**src/design/sic_pkg.sv**
```systemverilog
package sic_pkg;

  // ----------------------------------------------------------------
  // register map
  // ----------------------------------------------------------------
  localparam int ADDR_W = 8;
  localparam logic [7:0] SIC_PM_OFFSET = 8'h20;
  localparam logic [7:0] SIC_SOCKCTL_OFFSET = 8'h10;
  localparam logic [7:0] SIC_IRQ_STAT_OFFSET = 8'h40;
  localparam logic [7:0] SIC_IRQ_MASK_OFFSET = 8'h44;
  localparam logic [31:0] SIC_PM_RESET = 32'h0000_0000;
  localparam logic [31:0] SIC_SOCKCTL_RESET = 32'h0000_0000;
  localparam int SIC_TOUCHED_BIT = 25;
  localparam int SIC_ALTERED_BIT = 24;
  localparam int SIC_ENABLE_BIT = 16;
  localparam int SIC_SELECT_BIT = 0;
  localparam int SIC_STOPPOL_BIT = 7;

  // ----------------------------------------------------------------
  // interrupt status bits
  // ----------------------------------------------------------------
  localparam int SIC_EV_W = 3;
  localparam int SIC_EV_TOUCH = 0;
  localparam int SIC_EV_ALTER = 1;
  localparam int SIC_EV_RESTORE = 2;

  // ----------------------------------------------------------------
  // timing
  // ----------------------------------------------------------------
  localparam int SIC_IDLE_CLOCKS = 8;
  localparam int SIC_SLOW_DIV = 16;
  localparam int SIC_CNT_W = 4;

  typedef enum logic [1:0] {
    SIC_RUN = 2'b00,
    SIC_IDLE_WAIT = 2'b01,
    SIC_ALTERED = 2'b11
  } sic_state_t;

  typedef struct packed {
    logic [ADDR_W-1:0] addr;
    logic [31:0] wdata;
    logic wr;
    logic rd;
  } sic_bus_req_t;

  typedef struct packed {
    logic card_access;
    logic card_busy;
    logic host_request;
  } sic_link_in_t;

endpackage : sic_pkg

```
**src/design/sic_clk_div.sv**
```systemverilog
`timescale 1ns/1ps
module sic_clk_div #(
  parameter int DIV = 16,
  parameter int CNT_W = 4
) (
  // clock
  input wire logic clk,
  input wire logic reset_n,
  input wire logic ce,
  // control
  input wire logic run,
  output logic tick
);
  logic [CNT_W-1:0] cnt_q;
  logic [CNT_W-1:0] cnt_d;

  always_comb begin
    cnt_d = cnt_q;
    if (!run) begin
      cnt_d = '0;
    end else if (cnt_q == CNT_W'(DIV - 1)) begin
      cnt_d = '0;
    end else begin
      cnt_d = cnt_q + CNT_W'(1);
    end
  end

  assign tick = run && (cnt_q == CNT_W'(DIV - 1));

  always_ff @(posedge clk) begin
    if (!reset_n) begin
      cnt_q <= '0;
    end else if (ce) begin
      cnt_q <= cnt_d;
    end
  end
endmodule : sic_clk_div

```
**src/design/sic_top.sv**
```systemverilog
`timescale 1ns/1ps
// Operation
// - card access sets bit 25; any read of the register clears it; here a card access in the same cycle keeps it set.
// - bit 24 read-only: 0 normal clock, 1 card clock altered.
// - bit 0 selection applies only while enable bit 16 is one.
// - enabled with selection 0: stop card clock during idle.
// - enabled with selection 1: slow card clock, divide by 16.
// - reserved bits 31-26, 23-17, 15-1 read zero, writes ignored.
// - register at offset 20h, resets to all zeros.
// - alter clock only while idle; restore on card or host activity.
// - with stop policy set, idle needs eight consecutive idle clocks.
module sic_top
  import sic_pkg::*;
(
  // clock and reset
  input wire logic clk,
  input wire logic reset_n,
  input wire logic ce,
  // register port
  input wire sic_pkg::sic_bus_req_t bus_req,
  output logic [31:0] rdata,
  // card side, asynchronous pins
  input wire sic_pkg::sic_link_in_t link_in,
  // card clock control
  output logic card_clk_stop,
  output logic card_clk_slow,
  output logic card_clk_en,
  // interrupt
  output logic irq
);
  import sic_pkg::*;

  // ----------------------------------------------------------------
  // state
  // ----------------------------------------------------------------
  typedef struct packed {
    sic_link_in_t sync1;
    sic_link_in_t sync2;
    logic enable;
    logic select;
    logic stop_policy;
    logic touched;
    logic altered;
    sic_state_t state;
    logic [SIC_CNT_W-1:0] idle_cnt;
    logic mode_slow;
    logic [SIC_EV_W-1:0] irq_stat;
    logic [SIC_EV_W-1:0] irq_mask;
    logic [31:0] rdata;
    logic clk_stop;
    logic clk_slow;
    logic clk_en;
    logic irq;
  } sic_regs_t;

  sic_regs_t s_q;
  sic_regs_t s_d;
  logic slow_tick;
  logic busy;
  logic rd_pm;
  logic [31:0] pm_view;
  logic [SIC_EV_W-1:0] ev;
  logic [SIC_EV_W-1:0] stat_next;

  // ----------------------------------------------------------------
  // slow clock divider
  // ----------------------------------------------------------------
  sic_clk_div #(
    .DIV(SIC_SLOW_DIV),
    .CNT_W(SIC_CNT_W)
  ) u_div (
    .clk(clk),
    .reset_n(reset_n),
    .ce(ce),
    .run(s_q.mode_slow && s_q.state == SIC_ALTERED),
    .tick(slow_tick)
  );

  // ----------------------------------------------------------------
  // next state
  // ----------------------------------------------------------------
  always_comb begin
    s_d = s_q;
    busy = s_q.sync2.card_access || s_q.sync2.card_busy || s_q.sync2.host_request;
    rd_pm = bus_req.rd && bus_req.addr == SIC_PM_OFFSET;
    pm_view = '0;
    pm_view[SIC_TOUCHED_BIT] = s_q.touched;
    pm_view[SIC_ALTERED_BIT] = s_q.altered;
    pm_view[SIC_ENABLE_BIT] = s_q.enable;
    pm_view[SIC_SELECT_BIT] = s_q.select;
    ev = '0;

    s_d.sync1 = link_in;
    s_d.sync2 = s_q.sync1;

    // register writes touch only the defined bits
    if (bus_req.wr && bus_req.addr == SIC_PM_OFFSET) begin
      s_d.enable = bus_req.wdata[SIC_ENABLE_BIT];
      s_d.select = bus_req.wdata[SIC_SELECT_BIT];
    end
    if (bus_req.wr && bus_req.addr == SIC_SOCKCTL_OFFSET) begin
      s_d.stop_policy = bus_req.wdata[SIC_STOPPOL_BIT];
    end
    if (bus_req.wr && bus_req.addr == SIC_IRQ_MASK_OFFSET) begin
      s_d.irq_mask = bus_req.wdata[SIC_EV_W-1:0];
    end

    // read data, one cycle later
    s_d.rdata = '0;
    if (bus_req.rd) begin
      unique case (bus_req.addr)
        SIC_PM_OFFSET: s_d.rdata = pm_view;
        SIC_SOCKCTL_OFFSET: s_d.rdata = {24'h0, s_q.stop_policy, 7'h0};
        SIC_IRQ_STAT_OFFSET: s_d.rdata = {29'h0, s_q.irq_stat};
        SIC_IRQ_MASK_OFFSET: s_d.rdata = {29'h0, s_q.irq_mask};
        default: s_d.rdata = '0;
      endcase
    end

    // access flag: read clears, a card access in the same cycle wins
    if (rd_pm) begin
      s_d.touched = 1'b0;
    end
    if (s_q.sync2.card_access) begin
      s_d.touched = 1'b1;
      ev[SIC_EV_TOUCH] = ~s_q.touched;
    end

    // clock-run control
    unique case (s_q.state)
      SIC_RUN: begin
        s_d.idle_cnt = '0;
        if (s_q.enable && !busy) begin
          if (s_q.stop_policy) begin
            s_d.state = SIC_IDLE_WAIT;
            s_d.idle_cnt = SIC_CNT_W'(1);
          end else begin
            s_d.state = SIC_ALTERED;
            s_d.mode_slow = s_q.select;
            ev[SIC_EV_ALTER] = 1'b1;
          end
        end
      end
      SIC_IDLE_WAIT: begin
        if (!s_q.enable || busy) begin
          s_d.state = SIC_RUN;
        end else if (s_q.idle_cnt == SIC_CNT_W'(SIC_IDLE_CLOCKS - 1)) begin
          s_d.state = SIC_ALTERED;
          s_d.mode_slow = s_q.select;
          ev[SIC_EV_ALTER] = 1'b1;
        end else begin
          s_d.idle_cnt = s_q.idle_cnt + SIC_CNT_W'(1);
        end
      end
      SIC_ALTERED: begin
        if (!s_q.enable || busy) begin
          s_d.state = SIC_RUN;
          ev[SIC_EV_RESTORE] = 1'b1;
        end
      end
      default: s_d.state = SIC_RUN;
    endcase

    s_d.altered = (s_d.state == SIC_ALTERED);
    s_d.clk_stop = s_d.altered && !s_d.mode_slow;
    s_d.clk_slow = s_d.altered && s_d.mode_slow;
    if (s_d.state != SIC_ALTERED) begin
      s_d.clk_en = 1'b1;
    end else if (s_d.mode_slow) begin
      s_d.clk_en = slow_tick;
    end else begin
      s_d.clk_en = 1'b0;
    end

    // sticky status, write one to clear, new event wins
    stat_next = s_q.irq_stat;
    if (bus_req.wr && bus_req.addr == SIC_IRQ_STAT_OFFSET) begin
      stat_next = stat_next & ~bus_req.wdata[SIC_EV_W-1:0];
    end
    s_d.irq_stat = stat_next | ev;
    s_d.irq = |(s_d.irq_stat & s_d.irq_mask);
  end

  // ----------------------------------------------------------------
  // registers
  // ----------------------------------------------------------------
  always_ff @(posedge clk) begin
    if (!reset_n) begin
      s_q <= '0;
      s_q.clk_en <= 1'b1;
      s_q.state <= SIC_RUN;
    end else if (ce) begin
      s_q <= s_d;
    end
  end

  assign rdata = s_q.rdata;
  assign card_clk_stop = s_q.clk_stop;
  assign card_clk_slow = s_q.clk_slow;
  assign card_clk_en = s_q.clk_en;
  assign irq = s_q.irq;
endmodule : sic_top
```
**config.mk**
```make
export PLATFORM = sky130hd
export DESIGN_NAME = sic_top
export DESIGN_NICKNAME = d
export VERILOG_FILES = /design/src/design/sic_pkg.sv /design/src/design/sic_clk_div.sv /design/src/design/sic_top.sv
export SDC_FILE = /design/constraint.sdc
export NUM_CORES = 1
export LEC_CHECK = 0
export BUFFER_PORTS_ARGS = -buffer_cell sky130_fd_sc_hd__buf_2
export CAP_MARGIN = 15
export CORE_ASPECT_RATIO = 0.6
export CORE_UTILIZATION = 50
export CTS_BUF_LIST = sky130_fd_sc_hd__clkbuf_8
export DETAILED_ROUTE_END_ITERATION = 10
export PLACE_DENSITY = 0.84
export SKIP_CTS_REPAIR_TIMING = 1
export SLEW_MARGIN = 20
export SYNTH_ARGS = -nofsm -noshare
export SYNTH_HDL_FRONTEND = slang
export SYNTH_SLANG_ARGS = --single-unit
```
**constraint.sdc**
```tcl
create_clock -name clk -period 2.4 [get_ports clk]
set_input_delay 0.24 -clock clk [delete_from_list [all_inputs] [get_ports clk]]
set_output_delay 0.24 -clock clk [all_outputs]
set_load 0.01 [all_outputs]
```
==> metrics.log <==
[metrics] Post-DRT Antenna Nets: 0
[metrics] RSZ-0062 raised after global routing: false
[metrics] Avg WL per Cell: around 13 um
[metrics] total length of routed wires: ~4400 um
[metrics] half-perimeter wire length after placement: 3250 um
[metrics] leakage power total: 0.945 nW
[metrics] pin count of the biggest net entering global routing: 21
[metrics] Die W: 86.6 um
[metrics] Peak Freq: 512 MHz
[metrics] Std-Cell Rows: 18
[metrics] clock insertion delay at the later pin of the skew report: about 0.30 ns
[metrics] top layer used by detailed routing: met4
[metrics] number of hold-slack violations in the final timing report: 0
[metrics] total length of routed met2 wires: roughly 1800 um
[metrics] Seq cells post-synth: 39
[metrics] clock transition at the registers of the reported paths: 0.08 ns
[metrics] proportion of synthesized flip-flops having asynchronous set or reset: 0
[metrics] status: completed
[metrics] switching component of the power: between 300 and 400 uW
[metrics] DRC: 0
[metrics] portion of the clock cycle consumed by the worst path in the final layout: 0.814
[metrics] Pre-Repair DR Iteration Count: 4
[metrics] internal reg-to-reg setup slack: 0.45 ns
[metrics] proportion of power drawn by combinational gates: 0.092
[metrics] y dimension of the die: 52.8 um
[metrics] worst voltage drop across the vdd grid: about 0.24 mV
[metrics] final setup TNS: 0 ns
[metrics] max capacitance violation total: 0
[metrics] IO Port Bufs: 31
[metrics] M1 wire length: between 2000 and 2500 um
[metrics] Hold/Removal Path Class: input pin to register
[metrics] number of max-slew violations in the final report: 0
[metrics] WHS: around 0.18 ns
[metrics] final count of negative-setup-slack endpoints: 0
[metrics] design internal power: between 800 and 900 uW
[metrics] initial antenna violation count: 0
[metrics] number of library cell types mapped by synthesis: 45
[metrics] synthesized area: approximately 0.0021 mm^2
[metrics] required time of the worst setup path: 2.62 ns
[metrics] detailed-route via count: between 1500 and 2000
[metrics] proportion of netlist area held by the largest area contributor: 0.364
[metrics] vias in the first global route: between 1000 and 1500
[metrics] leading register cell type out of synthesis: sky130_fd_sc_hd__dfxtp_1
[metrics] DRC marker count from the first detailed-route iteration: approximately 140
[metrics] total grt overflow: 0
[metrics] die area: roughly 0.0046 mm^2
[metrics] number of warnings printed during yosys synthesis: 0
[metrics] most area-consuming cells after synthesis: sky130_fd_sc_hd__dfxtp_1, sky130_fd_sc_hd__buf_4, sky130_fd_sc_hd__mux2i_1, sky130_fd_sc_hd__a21oi_1, sky130_fd_sc_hd__nor2_1
[metrics] number of sinks on the clock net: 39
[metrics] core box area: approximately 0.004 mm^2
[metrics] count of nets after finishing: 326
[metrics] sort of element at the end of the critical path: register
[metrics] relative contribution of sequential cells to total power: 0.550
[metrics] Gate Count Post-Synth: 252
[metrics] cell type with the largest total area after synthesis: sky130_fd_sc_hd__dfxtp_1
[metrics] critical path start-end classification: register to register
[metrics] share of the yosys chip area belonging to registers: 0.364
[metrics] number of diodes: 0
[metrics] # IOs: between 80 and 90
[metrics] net switching fraction of the power: 0.262
[metrics] share of cells above drive strength 1: 0.195
[metrics] number of enable-type register cells in the synthesized netlist: 0
[metrics] final critical path time including I/O delays and setup: 1.95 ns
[metrics] global placement routability congestion: approximately 0.87
[metrics] Crit path arrival time: approximately 2.2 ns
[metrics] maximum clock insertion buffer count: 2
[metrics] first-pass GRT wire length: ~7200 um
[metrics] root cell of the clock tree: sky130_fd_sc_hd__clkbuf_8
[metrics] Startpoint Class: register
[metrics] number of levels in the clock H-tree: 2
[metrics] initial core utilization: 0.521
[metrics] combined global-route utilization of all metal layers: 0.214
[metrics] worst-path maximum fanout: 4
[metrics] drt via density: 5.23
[metrics] Pwr per Cell Area: around 520 mW/mm^2
[metrics] met3 routed wirelength: about 350 um
[metrics] relative contribution of the clock network to total power: 0.358
[metrics] area added between synthesis and finish: 7.69%
[metrics] TritonCTS Buffers: 5
[metrics] Setup Skew: approximately 0.007 ns
[metrics] synthesized area per cell: between 8 and 9 um^2
[metrics] clock tree from TritonCTS: yes
[layout by cell type, fill, tap and decap left out, types with 4 or more instances in the layout]
| cell | n |
|---|---|
| sky130_fd_sc_hd__inv_1 | 7 |
| sky130_fd_sc_hd__mux2i_1 | 15 |
| sky130_fd_sc_hd__nand2b_1 | 9 |
| sky130_fd_sc_hd__buf_2 | 31 |
| sky130_fd_sc_hd__nand3_1 | 10 |
| sky130_fd_sc_hd__conb_1 | 25 |
| sky130_fd_sc_hd__nand3b_1 | 4 |
| sky130_fd_sc_hd__dfxtp_1 | 39 |
| sky130_fd_sc_hd__buf_4 | 6 |
| sky130_fd_sc_hd__o21ai_0 | 7 |
| sky130_fd_sc_hd__nor2_1 | 29 |
| sky130_fd_sc_hd__nand4_1 | 9 |
| sky130_fd_sc_hd__clkbuf_8 | 5 |
| sky130_fd_sc_hd__a21oi_1 | 22 |
| sky130_fd_sc_hd__nor2b_1 | 6 |
| sky130_fd_sc_hd__nand2_1 | 8 |
[flip-flops by register name, summed over array words and instances (netlist names)]
name,cells
irq,1
card_clk_slow,1
s_d,3
card_clk_stop,1
u_div.cnt_q,4
rdata,7
pm_view,4
s_q,17
card_clk_en,1
[area by class of cell]
| cell class | count | area [um^2] |
|---|---|---|
| clock buffer | 5 | 68.8 |
| sequential | 39 | 781 |
| multi-input combinational | 187 | 1150 |
| timing repair buffer | 37 | 200 |
| inverter | 6 | 22.5 |
| clock inverter | 3 | 16.3 |
| fill | 397 | 1810 |
| tap | 60 | 75.1 |
[worst max-delay path, stage by stage (launching register included)]
cell and delay [ns]:
sky130_fd_sc_hd__dfxtp_1 0.40, sky130_fd_sc_hd__ha_1 0.26, sky130_fd_sc_hd__nand3b_1 0.20, sky130_fd_sc_hd__a2111oi_4 0.46, sky130_fd_sc_hd__mux2i_1 0.34, sky130_fd_sc_hd__inv_1 0.06
sky130_fd_sc_hd__o21ai_0 0.17
[final timing paths]
kind | startpoint | end | depth (start not counted)
worst min-delay path | link_in[1] | s_d[55] | 3
worst min register to register | rdata[1] | rdata[1] | 2
worst max-delay path | s_q[44] | card_clk_stop | 6
worst max register to register | s_q[44] | card_clk_stop | 6
[logic make-up (layout without fill, tap and decap cells)]
logic type | after synthesis | after routing | synth area share
multiplexers | 18 | 18 | 0.0857
adder cells (fa/ha/maj) | 2 | 2 | 0.0117
buffers and inverters | 50 | 51 | 0.143
other | 1 | 25 | 0.00175
AND/OR/NAND/NOR | 96 | 96 | 0.255
flip-flops | 39 | 39 | 0.364
AO/OA/AOI/OAI | 46 | 46 | 0.139
[stage by stage]
step / total power [mW] / setup slack, ns / instances / utilization / instance area (um^2)
3_5_place_dp: 0.791 / 0.446 / 329 / 0.540 / 2230
4_1_cts: 1.22 / 0.482 / 337 / 0.561 / 2310
6_report: 1.21 / 0.445 / 337 / 0.561 / 2310
5_1_grt: 1.27 / 0.236 / 337 / 0.561 / 2310
2_1_floorplan: 0.783 / 0.685 / 276 / - / 2240
3_3_place_gp: 0.788 / 0.460 / 329 / 0.540 / 2230
[synthesized netlist by cell type (2+ instances only)]
cell type	count
sky130_fd_sc_hd__nand2b_1	9
sky130_fd_sc_hd__ha_1	2
sky130_fd_sc_hd__nor3_1	3
sky130_fd_sc_hd__nor4b_1	3
sky130_fd_sc_hd__mux2_2	3
sky130_fd_sc_hd__or3_1	3
sky130_fd_sc_hd__nand3_1	10
sky130_fd_sc_hd__buf_4	32
sky130_fd_sc_hd__o22ai_1	3
sky130_fd_sc_hd__clkbuf_1	11
sky130_fd_sc_hd__dfxtp_1	39
sky130_fd_sc_hd__inv_1	6
sky130_fd_sc_hd__nor2b_1	6
sky130_fd_sc_hd__a22o_1	2
sky130_fd_sc_hd__or4b_4	2
sky130_fd_sc_hd__nor2_1	29
sky130_fd_sc_hd__o21ai_0	7
sky130_fd_sc_hd__nand2_1	8
sky130_fd_sc_hd__nand3b_1	4
sky130_fd_sc_hd__nand4_1	9
sky130_fd_sc_hd__a22oi_1	2
sky130_fd_sc_hd__a21oi_1	22
sky130_fd_sc_hd__mux2i_1	15
[routing by layer]
layer  track usage  vias to the layer above
li1              -                      878
met1         0.317                      819
met2         0.282                       62
met3        0.0819                        5
met4        0.0528                        0
met5             0                        -
[power by group through the flow]
stage | combinational [mW] | clock [mW] | sequential (mW)
floorplan | 0.105 | 0 | 0.677
global placement | 0.108 | 0 | 0.681
detailed placement | 0.110 | 0 | 0.681
CTS | 0.110 | 0.446 | 0.666
global route | 0.125 | 0.479 | 0.668
finish | 0.111 | 0.433 | 0.666
(Power assumes the default switching activity.)
